--- src/pcl_pkg.sv ---
package pcl_pkg;

  // ==========================================================
  // address formation
  localparam logic [23:0] IP_PREFIX  = 24'hc0_a801;
  localparam logic [31:0] DEFAULT_IP = 32'hc0a8_01fa;
  localparam logic [7:0]  NA_MIN     = 8'h01;
  localparam logic [7:0]  NA_MAX     = 8'hfe;

  // ==========================================================
  // non-volatile store layout
  localparam logic        NV_IP_IDX   = 1'b0;
  localparam logic        NV_FLAG_IDX = 1'b1;
  localparam logic [31:0] NV_MAGIC    = 32'h5a5a_a5a5;
  localparam logic [31:0] NV_CLEARED  = 32'h0000_0000;

  // ==========================================================
  // register byte offsets
  localparam logic [7:0] OFS_STATUS  = 8'h00;
  localparam logic [7:0] OFS_ACT_IP  = 8'h04;
  localparam logic [7:0] OFS_PEND_IP = 8'h08;
  localparam logic [7:0] OFS_OUT     = 8'h0c;
  localparam logic [7:0] OFS_IRQ_ST  = 8'h10;
  localparam logic [7:0] OFS_IRQ_CLR = 8'h14;
  localparam logic [7:0] OFS_IRQ_EN  = 8'h18;
  localparam logic [7:0] OFS_PATH    = 8'h1c;

  // ==========================================================
  // status register fields
  localparam int ST_SW_MODE = 0;
  localparam int ST_HOLD    = 1;
  localparam int ST_CFG_ERR = 2;
  localparam int ST_LOADED  = 3;
  localparam int ST_JOINED  = 4;
  localparam int ST_NA_LSB  = 8;

  // ==========================================================
  // interrupt bits
  localparam int IRQ_W       = 4;
  localparam int IRQ_COMM    = 0;
  localparam int IRQ_CFG_ERR = 1;
  localparam int IRQ_LOADED  = 2;
  localparam int IRQ_IP_WR   = 3;

  // ==========================================================
  // object path of the written ip configuration
  localparam logic [7:0] TCPIP_CLASS = 8'hf5;
  localparam logic [7:0] TCPIP_INST  = 8'h01;
  localparam logic [7:0] TCPIP_ATTR  = 8'h05;

  // ==========================================================
  // bus answers
  localparam logic [1:0] RESP_OKAY   = 2'b00;
  localparam logic [1:0] RESP_SLVERR = 2'b10;

  typedef enum logic [2:0] {
    PCL_SAMPLE,
    PCL_RD_IP,
    PCL_RD_FLAG,
    PCL_WR_IP,
    PCL_WR_FLAG,
    PCL_RUN,
    PCL_SW_IP,
    PCL_SW_FLAG
  } pcl_state_t;

endpackage

--- src/pcl_nv_if.sv ---
`timescale 1ns/10ps
interface pcl_nv_if;
  logic        we;
  logic        addr;
  logic [31:0] wdata;
  logic [31:0] rdata;
  modport ctrl (output we, output addr, output wdata, input rdata);
  modport mem  (input we, input addr, input wdata, output rdata);
endinterface

--- src/pcl_nv_store.sv ---
`timescale 1ns/10ps
// ==========================================================
// retained word store, no reset so contents survive power cycles
module pcl_nv_store #(
  parameter int DEPTH = 2
) (
  input wire logic clk,
  pcl_nv_if.mem    nv
);

  logic [31:0] mem_q [DEPTH];
  logic [31:0] rd_reg;

  // read first, old word out of a register one cycle later
  always_ff @(posedge clk) begin
    if (nv.we) begin
      mem_q[nv.addr] <= nv.wdata;
    end
    rd_reg <= mem_q[nv.addr];
  end

  assign nv.rdata = rd_reg;

endmodule

--- src/pcl_loader.sv ---
`timescale 1ns/10ps
// Overview of operation
// - switches sampled only once after power-up
// - hardware mode address is prefix plus switches
// - node address 00 and FF are invalid
// - latched node address kept for session
// - mode switch picks switches or software values
// - software mode ignores node address switches
// - software mode ignores hold/clear switch
// - software mode always clears outputs on error
// - comm error holds or clears all outputs
// - hold/clear switch off clears on error
// - nothing written gives default address
// - address written in software mode applies after next software start
// - address written in software mode retained across power-off
// - hardware start overwrites store with default
// - written ip is class F5 instance 1 attribute 5
module pcl_loader #(
  parameter int OUT_W  = 16,
  parameter int ADDR_W = 8
) (
  input  wire logic              aclk,
  input  wire logic              aresetn,
  input  wire logic [ADDR_W-1:0] s_axi_awaddr,
  input  wire logic [2:0]        s_axi_awprot,
  input  wire logic              s_axi_awvalid,
  output logic                   s_axi_awready,
  input  wire logic [31:0]       s_axi_wdata,
  input  wire logic [3:0]        s_axi_wstrb,
  input  wire logic              s_axi_wvalid,
  output logic                   s_axi_wready,
  output logic [1:0]             s_axi_bresp,
  output logic                   s_axi_bvalid,
  input  wire logic              s_axi_bready,
  input  wire logic [ADDR_W-1:0] s_axi_araddr,
  input  wire logic [2:0]        s_axi_arprot,
  input  wire logic              s_axi_arvalid,
  output logic                   s_axi_arready,
  output logic [31:0]            s_axi_rdata,
  output logic [1:0]             s_axi_rresp,
  output logic                   s_axi_rvalid,
  input  wire logic              s_axi_rready,
  input  wire logic [7:0]        node_address_switch,
  input  wire logic              output_hold_clear_switch,
  input  wire logic              setting_mode_switch,
  input  wire logic              bus_line_error,
  input  wire logic              comm_timeout,
  output logic [OUT_W-1:0]       valve_out,
  output logic                   net_enable,
  output logic                   cfg_error,
  output logic                   irq
);

  // ==========================================================
  // retained store
  pcl_nv_if nv_bus ();
  pcl_nv_store #(.DEPTH (2)) u_store (.clk (aclk), .nv (nv_bus.mem));

  // ==========================================================
  // state
  pcl_pkg::pcl_state_t       state_reg, state_next;
  logic                      sw_mode_reg, sw_mode_next, hold_reg, hold_next;
  logic                      err_reg, err_next, loaded_reg, loaded_next;
  logic                      join_reg, join_next, irq_reg, irq_next;
  logic                      aw_have_reg, aw_have_next;
  logic                      w_have_reg, w_have_next;
  logic                      bvalid_reg, bvalid_next, rvalid_reg, rvalid_next;
  logic                      arready_reg, arready_next;
  logic                      awready_reg, wready_reg;
  logic [7:0]                na_reg, na_next;
  logic [31:0]               stored_ip_reg, stored_ip_next;
  logic [31:0]               act_ip_reg, act_ip_next;
  logic [31:0]               pend_ip_reg, pend_ip_next;
  logic [31:0]               w_data_reg, w_data_next, rdata_reg, rdata_next;
  logic [OUT_W-1:0]          out_data_reg, out_data_next;
  logic [OUT_W-1:0]          valve_reg, valve_next;
  logic [pcl_pkg::IRQ_W-1:0] ist_reg, ist_next, ien_reg, ien_next;
  logic [ADDR_W-1:0]         aw_addr_reg, aw_addr_next;
  logic [3:0]                w_strb_reg, w_strb_next;
  logic [1:0]                bresp_reg, bresp_next, rresp_reg, rresp_next;
  logic                      nv_we, nv_addr;
  logic [31:0]               nv_wdata;
  // merge byte lanes of a write into an old value
  function automatic logic [31:0] merge(input logic [31:0] old, val,
                                        input logic [3:0]  strb);
    logic [31:0] res;
    res = old;
    for (int i = 0; i < 4; i++) begin
      if (strb[i]) begin
        res[8*i +: 8] = val[8*i +: 8];
      end
    end
    return res;
  endfunction

  // ==========================================================
  // next-state logic: loader sequence, registers, bus slave
  always_comb begin
    logic        do_wr;
    logic        comm_err;
    logic [7:0]  wofs;
    logic [31:0] status;
    logic [pcl_pkg::IRQ_W-1:0] ev;
    logic [pcl_pkg::IRQ_W-1:0] clr;
    do_wr    = 1'b0;
    comm_err = bus_line_error | comm_timeout;
    wofs     = 8'(aw_addr_reg);
    ev       = '0;
    clr      = '0;
    status   = '0;
    state_next = state_reg;
    rresp_next = rresp_reg;
    {sw_mode_next, hold_next, na_next, err_next, loaded_next} =
      {sw_mode_reg, hold_reg, na_reg, err_reg, loaded_reg};
    {stored_ip_next, act_ip_next, pend_ip_next, out_data_next, ien_next} =
      {stored_ip_reg, act_ip_reg, pend_ip_reg, out_data_reg, ien_reg};
    {aw_have_next, aw_addr_next, w_have_next, w_data_next, w_strb_next} =
      {aw_have_reg, aw_addr_reg, w_have_reg, w_data_reg, w_strb_reg};
    {bvalid_next, bresp_next, arready_next, rvalid_next, rdata_next} =
      {bvalid_reg, bresp_reg, arready_reg, rvalid_reg, rdata_reg};
    nv_we    = 1'b0;
    nv_addr  = pcl_pkg::NV_IP_IDX;
    nv_wdata = pcl_pkg::DEFAULT_IP;

    // power-up loader; switches are never looked at after sampling
    case (state_reg)
      pcl_pkg::PCL_SAMPLE: begin
        sw_mode_next = setting_mode_switch;
        if (setting_mode_switch) begin
          hold_next = 1'b0;
          na_next   = 8'h00;
          err_next  = 1'b0;
        end else begin
          hold_next = output_hold_clear_switch;
          na_next   = node_address_switch;
          err_next  = (node_address_switch < pcl_pkg::NA_MIN) ||
                      (node_address_switch > pcl_pkg::NA_MAX);
        end
        nv_addr    = pcl_pkg::NV_IP_IDX;
        state_next = pcl_pkg::PCL_RD_IP;
      end
      pcl_pkg::PCL_RD_IP: begin
        stored_ip_next = nv_bus.rdata;
        nv_addr        = pcl_pkg::NV_FLAG_IDX;
        state_next     = pcl_pkg::PCL_RD_FLAG;
      end
      pcl_pkg::PCL_RD_FLAG: begin
        if (sw_mode_reg) begin
          // written address takes effect only at this start
          if (nv_bus.rdata == pcl_pkg::NV_MAGIC) begin
            act_ip_next = stored_ip_reg;
          end else begin
            act_ip_next = pcl_pkg::DEFAULT_IP;
          end
          pend_ip_next = act_ip_next;
          loaded_next  = 1'b1;
          ev[pcl_pkg::IRQ_LOADED] = 1'b1;
          state_next   = pcl_pkg::PCL_RUN;
        end else begin
          act_ip_next  = {pcl_pkg::IP_PREFIX, na_reg};
          pend_ip_next = pcl_pkg::DEFAULT_IP;
          state_next   = pcl_pkg::PCL_WR_IP;
        end
      end
      pcl_pkg::PCL_WR_IP: begin
        nv_we      = 1'b1;
        nv_addr    = pcl_pkg::NV_IP_IDX;
        nv_wdata   = pcl_pkg::DEFAULT_IP;
        state_next = pcl_pkg::PCL_WR_FLAG;
      end
      pcl_pkg::PCL_WR_FLAG: begin
        nv_we       = 1'b1;
        nv_addr     = pcl_pkg::NV_FLAG_IDX;
        nv_wdata    = pcl_pkg::NV_CLEARED;
        loaded_next = 1'b1;
        ev[pcl_pkg::IRQ_LOADED]  = 1'b1;
        ev[pcl_pkg::IRQ_CFG_ERR] = err_reg;
        state_next  = pcl_pkg::PCL_RUN;
      end
      pcl_pkg::PCL_SW_IP: begin
        nv_we      = 1'b1;
        nv_addr    = pcl_pkg::NV_IP_IDX;
        nv_wdata   = pend_ip_reg;
        state_next = pcl_pkg::PCL_SW_FLAG;
      end
      pcl_pkg::PCL_SW_FLAG: begin
        nv_we      = 1'b1;
        nv_addr    = pcl_pkg::NV_FLAG_IDX;
        nv_wdata   = pcl_pkg::NV_MAGIC;
        ev[pcl_pkg::IRQ_IP_WR] = 1'b1;
        state_next = pcl_pkg::PCL_RUN;
      end
      pcl_pkg::PCL_RUN: begin
        state_next = pcl_pkg::PCL_RUN;
      end
      default: begin
        state_next = pcl_pkg::PCL_SAMPLE;
      end
    endcase

    // write channels: address and data taken in either order
    if (s_axi_awvalid && s_axi_awready) begin
      aw_have_next = 1'b1;
      aw_addr_next = s_axi_awaddr;
    end
    if (s_axi_wvalid && s_axi_wready) begin
      w_have_next = 1'b1;
      w_data_next = s_axi_wdata;
      w_strb_next = s_axi_wstrb;
    end
    if (s_axi_bvalid && s_axi_bready) begin
      bvalid_next = 1'b0;
    end

    // writes wait for the loader; store updates must not race it
    if (aw_have_reg && w_have_reg && !bvalid_reg &&
        state_reg == pcl_pkg::PCL_RUN) begin
      do_wr        = 1'b1;
      aw_have_next = 1'b0;
      w_have_next  = 1'b0;
      bvalid_next  = 1'b1;
      bresp_next   = pcl_pkg::RESP_OKAY;
    end

    // register write decode
    if (do_wr) begin
      case (wofs)
        pcl_pkg::OFS_PEND_IP: begin
          // stored now; saved in software mode only, used as address only after restart
          pend_ip_next = merge(pend_ip_reg, w_data_reg, w_strb_reg);
          if (sw_mode_reg) begin
            state_next = pcl_pkg::PCL_SW_IP;
          end
        end
        pcl_pkg::OFS_OUT: begin
          out_data_next = OUT_W'(merge(32'(out_data_reg), w_data_reg,
                                       w_strb_reg));
        end
        pcl_pkg::OFS_IRQ_CLR: begin
          clr = w_data_reg[pcl_pkg::IRQ_W-1:0];
        end
        pcl_pkg::OFS_IRQ_EN: begin
          ien_next = w_data_reg[pcl_pkg::IRQ_W-1:0];
        end
        pcl_pkg::OFS_STATUS, pcl_pkg::OFS_ACT_IP,
        pcl_pkg::OFS_IRQ_ST, pcl_pkg::OFS_PATH: begin
          bresp_next = pcl_pkg::RESP_OKAY;               // read-only
        end
        default: begin
          bresp_next = pcl_pkg::RESP_SLVERR;
        end
      endcase
    end

    // status word
    status[pcl_pkg::ST_SW_MODE] = sw_mode_reg;
    status[pcl_pkg::ST_HOLD]    = hold_reg;
    status[pcl_pkg::ST_CFG_ERR] = err_reg;
    status[pcl_pkg::ST_LOADED]  = loaded_reg;
    status[pcl_pkg::ST_JOINED]  = join_reg;
    status[pcl_pkg::ST_NA_LSB +: 8] = na_reg;

    // read channel, one outstanding read
    if (s_axi_rvalid && s_axi_rready) begin
      rvalid_next  = 1'b0;
      arready_next = 1'b1;
    end
    if (s_axi_arvalid && s_axi_arready) begin
      arready_next = 1'b0;
      rvalid_next  = 1'b1;
      rresp_next   = pcl_pkg::RESP_OKAY;
      case (8'(s_axi_araddr))
        pcl_pkg::OFS_STATUS:  rdata_next = status;
        pcl_pkg::OFS_ACT_IP:  rdata_next = act_ip_reg;
        pcl_pkg::OFS_PEND_IP: rdata_next = pend_ip_reg;
        pcl_pkg::OFS_OUT:     rdata_next = 32'(out_data_reg);
        pcl_pkg::OFS_IRQ_ST:  rdata_next = 32'(ist_reg);
        pcl_pkg::OFS_IRQ_CLR: rdata_next = 32'h0000_0000;
        pcl_pkg::OFS_IRQ_EN:  rdata_next = 32'(ien_reg);
        pcl_pkg::OFS_PATH: begin
          rdata_next = {8'h00, pcl_pkg::TCPIP_CLASS,
                        pcl_pkg::TCPIP_INST, pcl_pkg::TCPIP_ATTR};
        end
        default: begin
          rdata_next = 32'h0000_0000;
          rresp_next = pcl_pkg::RESP_SLVERR;
        end
      endcase
    end

    // interrupts: a new event beats a clear in the same cycle
    ev[pcl_pkg::IRQ_COMM] = comm_err && join_reg;
    ist_next = (ist_reg & ~clr) | ev;
    irq_next = |(ist_next & ien_next);

    // joining is blocked by a bad node address
    join_next = loaded_next && !err_next;

    // valve outputs on comm error: hold last or clear all
    if (!join_reg) begin
      valve_next = '0;
    end else if (comm_err) begin
      valve_next = hold_reg ? valve_reg : '0;
    end else begin
      valve_next = out_data_reg;
    end
  end
  assign nv_bus.we    = nv_we;
  assign nv_bus.addr  = nv_addr;
  assign nv_bus.wdata = nv_wdata;

  // ==========================================================
  // registers; zero-reset state grouped to keep the list short
  always_ff @(posedge aclk) begin
    if (!aresetn) begin
      state_reg <= pcl_pkg::PCL_SAMPLE;
      {sw_mode_reg, hold_reg, na_reg, err_reg, loaded_reg} <= '0;
      {stored_ip_reg, act_ip_reg, pend_ip_reg, out_data_reg} <= '0;
      {valve_reg, join_reg, ist_reg, ien_reg, irq_reg} <= '0;
      {aw_have_reg, aw_addr_reg, w_have_reg, w_data_reg} <= '0;
      {w_strb_reg, bvalid_reg, rvalid_reg, rdata_reg} <= '0;
      {awready_reg, wready_reg} <= 2'b00;
      bresp_reg   <= pcl_pkg::RESP_OKAY;
      rresp_reg   <= pcl_pkg::RESP_OKAY;
      arready_reg <= 1'b1;                 // reads accepted from reset
    end else begin
      state_reg <= state_next;
      {sw_mode_reg, hold_reg, na_reg, err_reg, loaded_reg} <=
        {sw_mode_next, hold_next, na_next, err_next, loaded_next};
      {stored_ip_reg, act_ip_reg, pend_ip_reg, out_data_reg} <=
        {stored_ip_next, act_ip_next, pend_ip_next, out_data_next};
      {valve_reg, join_reg, ist_reg, ien_reg, irq_reg} <=
        {valve_next, join_next, ist_next, ien_next, irq_next};
      {aw_have_reg, aw_addr_reg, w_have_reg, w_data_reg} <=
        {aw_have_next, aw_addr_next, w_have_next, w_data_next};
      {w_strb_reg, bvalid_reg, bresp_reg, arready_reg} <=
        {w_strb_next, bvalid_next, bresp_next, arready_next};
      {rvalid_reg, rdata_reg, rresp_reg} <=
        {rvalid_next, rdata_next, rresp_next};
      // a channel is ready while its holding slot is empty
      awready_reg <= !aw_have_next;
      wready_reg  <= !w_have_next;
    end
  end

  // ==========================================================
  // outputs, all from flip-flops

  assign s_axi_awready = awready_reg;
  assign s_axi_wready  = wready_reg;
  assign s_axi_bvalid  = bvalid_reg;
  assign s_axi_bresp   = bresp_reg;
  assign s_axi_arready = arready_reg;
  assign s_axi_rvalid  = rvalid_reg;
  assign s_axi_rdata   = rdata_reg;
  assign s_axi_rresp   = rresp_reg;
  assign valve_out     = valve_reg;
  assign net_enable    = join_reg;
  assign cfg_error     = err_reg;
  assign irq           = irq_reg;

endmodule

--- config.mk ---
export PLATFORM = sky130hd
export DESIGN_NAME = pcl_loader
export DESIGN_NICKNAME = d
export VERILOG_FILES = /design/src/pcl_pkg.sv /design/src/pcl_nv_if.sv /design/src/pcl_nv_store.sv /design/src/pcl_loader.sv
export SDC_FILE = /design/constraint.sdc
export NUM_CORES = 1
export LEC_CHECK = 0
export BUFFER_PORTS_ARGS = -buffer_cell sky130_fd_sc_hd__buf_2
export CAP_MARGIN = 40
export CORE_MARGIN = 2
export CORE_UTILIZATION = 50
export DETAILED_ROUTE_END_ITERATION = 8
export GPL_TIMING_DRIVEN = 0
export PLACE_DENSITY = 0.7
export SETUP_SLACK_MARGIN = 0.3
export SYNTH_ARGS = -nofsm -noshare
export SYNTH_HDL_FRONTEND = slang
export SYNTH_SLANG_ARGS = --single-unit
--- constraint.sdc ---
create_clock -name aclk -period 8 [get_ports aclk]
set_clock_uncertainty 0.15 [all_clocks]
set_input_delay 0.8 -clock aclk [delete_from_list [all_inputs] [get_ports aclk]]
set_output_delay 0.8 -clock aclk [all_outputs]
set_load 0.02 [all_outputs]
==> impl_metrics.toml <==
[run_status]
status = "completed"

[drt]
drtIter0Drc = 956
detail_route.first_pass.iterations = 5
num_vias = 10826
route.detailed.wl_per_inst_um = 20.9
antenna_left = 0
post-route-drc-count = 0
route.final.wire_length_um = 38900
avgViaCountPerCell = 5.83

[setup_path]
cp.depth = 6
timing.critical_path.from = "state_reg[0]"
endpoint_kind = "flop"
critical_path.n_buffers_inverters = 2
critPathTopFamily = "simple AND/OR/NAND/NOR gates"
critPathMaxStageDelay_ns = 0.76
timing.setup.critical_path_class = "reg2reg"
critical_register_to_register_path_endpoint = "u_store.nv.rdata[21]"
reg2regPathDepth = 6
cp_max_fo = 33
rr_startpoint = "state_reg[0]"
cp_cell_sequence = "clkbuf_1, nand2b_1, and3_2, nor2_1, buf_2, mux2_2"
worst-r2r-setup-slack_ns = 4.92
cp-start-kind = "flop"
required_ns = 8.25
worst_setup_path_endpoint = "u_store.nv.rdata[21]"
critPathSlowestCell = "and3_2"
timing.critical_path.arrival_ns = 3.33

[floorplan]
io_pins = 137
die-width_um = 164
core_area_um2 = 25100
placement_rows = 58
floorplan.initialDensity = 0.508
die_footprint_um2 = 26800
die_h_um = 164

[layout]
largest_register_ff_count = 64
number_of_fillers_in_the_final_layout = 2184
area_of_combinational_cells_with_multiple_inputs_um2 = 4970
largest-register = "u_store.mem_q"
instances_no_fill = 1856
post_route_cells_drive_above_1_share = 0.161
register_area_um2 = 7350
area_delta_synth_final_pct = 18.1
layout.nets = 1576

[logic_synthesis]
synth_compound_gate_area_share = 0.140
net_count_of_the_mapped_netlist = 1412
flop_and_latch_count_out_of_synthesis = 335
netlist-cell-type-count = 61
synth_adder_area_share = 0
yosys_warnings = 0
seq_area_frac_synth = 0.576
dominant_combinational_cell_family_by_area_after_synthesis = "simple AND/OR/NAND/NOR gates"
synth_xor_xnor_area_share = 0
postSynthAreaPerCell_um2 = 9.55
fraction_of_registers_with_async_set_or_reset_after_synthesis = 0
synth_top_flop_cell = "dfxtp_1"
gate_count_post_synth = 1335
post_synth_and_or_nand_nor_area_fraction = 0.200
synthMuxAreaShare = 0.0498
synth_edf_count = 64
synthesis.area_um2 = 12700

[sta]
setup_ws_ns = 4.92
finalMaxSlewViolations = 0
slew_headroom = 0.438
setup_viol = 0
worstMarginPinSlew_ns = 0.843
totalNegativeSetupSlack_ns = 0
grt_setup_unrepaired = "no"
timing.final.crit_share = 0.385
max_freq_ghz = 0.325
finalHoldViolCount = 0
final_period_minus_worst_setup_slack_ns = 3.08

[pwr]
power.ir.vdd_worst_mv = 0.180
cellLeakagePower_uw = 0.00571
cellPowerDensity_nw_per_um2 = 257

[clock_tree]
post_cts_repair_setup_buffers = 0
ctsLongestPathBuffers = 3
clock_sinks = 335
clkSlewWorstSetupHoldPaths_ns = 0.06
cts_max_level = 2
cts-resized-gates = 0
clock_tree_from_tritoncts = "yes"
cts.hold.buffers_added = 0
cts_buffers = 35
ctsRootBufferMaster = "clkbuf_16"
worst_skew_pair.late_latency_ns = 0.52

[grt]
grt_pass1_vias = 10306
pin_count_of_the_biggest_net_entering_global_routing = 34
global_route.usage.total = 0.293
initial_antenna_violation_count = 1
remaining_overflow_grt = 0
grt_pass1_wl_um = 59200

[min_path]
worstHoldPathCells = 2
holdCritPathClass = "reg2reg"

[placement]
place_worst_setup_slack_ns = 4.74
placedCellCount = 1792
finalWeightedCongestion = 0.975
half_perimeter_wire_length_after_placement_um = 28900
buffer_ports.inserted = 126

[flow_run]
number_of_maximum_capacitance_constraint_violations = 0
-- area by class of cell --
| class | count | area share |
|---|---|---|
| flip-flops and latches | 335 | 0.488 |
| multi-input cells | 894 | 0.330 |
| clock buffers | 52 | 0.0705 |
| repair buffers | 127 | 0.0432 |
| well taps | 330 | 0.0274 |
| plain buffers | 98 | 0.0266 |
| clock inverters | 11 | 0.0120 |
| inverters | 8 | 0.00199 |
| diodes | 1 | 0.000166 |
-- worst min-delay path: cells and delay by family, from the launching register on --
family	cells	cell delay (ns)
AOI/OAI and AO/OA	1	0.05
DFF	1	0.32
and+or+nand+nor	1	0.04
-- worst min path at each step --
stage                         start                end  slack [ns]
2_1_floorplan         act_ip_reg[1]      act_ip_reg[1]        0.28
3_3_place_gp        s_axi_rdata[14]    s_axi_rdata[14]        0.28
3_5_place_dp        s_axi_rdata[22]    s_axi_rdata[22]        0.29
4_1_cts        u_store.nv.rdata[23]  stored_ip_reg[23]        0.30
5_1_grt        u_store.nv.rdata[31]  stored_ip_reg[31]        0.33
6_report            s_axi_rdata[10]    s_axi_rdata[10]        0.30
-- kinds of logic (layout without fill, tap and decap cells) --
kind of cell / Yosys count / count (layout)
and+or+nand+nor: 547 / 547
other: 1 / 2
AOI/OAI and AO/OA: 288 / 288
DFF: 335 / 335
buffers and inverters: 106 / 296
muxes: 58 / 58
-- placed cells by master, fill, tap and decap left out, types with 4 or more instances in the layout --
master | Yosys | layout
mux2_2 | 33 | 33
nand2b_1 | 8 | 8
and2_1 | 16 | 16
clkbuf_1 | 75 | 82
clkbuf_8 | 0 | 8
clkinv_2 | 0 | 4
nor4b_1 | 5 | 5
o2bb2ai_1 | 13 | 13
nor3b_1 | 12 | 12
nand2_1 | 239 | 239
and3_1 | 14 | 13
nand3b_1 | 4 | 4
and4b_1 | 4 | 4
a21oi_1 | 119 | 119
inv_1 | 8 | 8
nor2_1 | 110 | 110
a222oi_1 | 4 | 4
nand3_1 | 71 | 71
bufinv_16 | 0 | 5
a32oi_1 | 4 | 4
nor3_1 | 16 | 16
mux2i_1 | 24 | 24
a22oi_1 | 48 | 48
o21ai_1 | 7 | 7
a21o_1 | 10 | 10
buf_2 | 17 | 143
nand4_1 | 24 | 24
edfxtp_1 | 64 | 64
nor2b_1 | 6 | 6
a22o_1 | 7 | 7
clkbuf_16 | 0 | 37
o21ai_0 | 47 | 47
a221oi_1 | 10 | 10
nor4_1 | 4 | 4
dfxtp_1 | 271 | 271
buf_1 | 4 | 4
-- synthesized netlist by cell type, drive strengths merged, types with 2 or more instances --
master / count / area [µm²]
mux2i: 24 / 240
nor3b: 13 / 103
a21boi: 2 / 15.0
and2: 16 / 100
nor4: 6 / 58.8
buf: 23 / 119
a21o: 10 / 75.1
nor2: 110 / 413
nor4bb: 2 / 20.0
o21ai: 54 / 270
o211ai: 2 / 15.0
inv: 8 / 30.0
nor4b: 6 / 58.8
nand2: 239 / 897
nand3: 71 / 355
edfxtp: 64 / 1920
o2bb2ai: 13 / 114
or3: 2 / 12.5
a211oi: 2 / 15.0
nor2b: 6 / 37.5
clkbuf: 75 / 282
nand2b: 8 / 50.1
a21oi: 119 / 596
a32oi: 4 / 35.0
a221oi: 10 / 87.6
a22oi: 48 / 360
o21a: 2 / 15.0
nand4: 24 / 150
and3: 14 / 87.6
a222oi: 4 / 40.0
mux2: 33 / 372
dfxtp: 271 / 5430
nand3b: 4 / 30.0
nor3: 16 / 80.1
a31oi: 2 / 12.5
or2: 2 / 12.5
a22o: 7 / 61.3
and4b: 4 / 40.0
-- through the flow --
| stage | power [µW] | hold slack, ns | util | area [µm²] |
|---|---|---|---|---|
| detailed placement | 2150 | 0.294 | 0.550 | 13800 |
| CTS | 3870 | 0.300 | 0.600 | 15100 |
| global placement | 2150 | 0.282 | 0.549 | 13800 |
| floorplan | 2040 | 0.275 | - | 12700 |
| finish | 3870 | 0.300 | 0.600 | 15100 |
| global route | 3990 | 0.326 | 0.600 | 15100 |
-- metal layers --
layer  vias to the layer above  global-route usage  wire length (µm)
met5                         -                   0                 0
met4                         0               0.106              1440
met3                        87              0.0546              3610
met2                       502               0.459             17500
met1                      5168               0.405             16300
li1                       5069                   -                 -
-- where the power goes --
part | switching (µW) | internal [µW]
clock | 659 | 1080
sequential | 64.9 | 1790
combinational | 180 | 93.2
No activity file was read; power rests on OpenSTA's default activity.
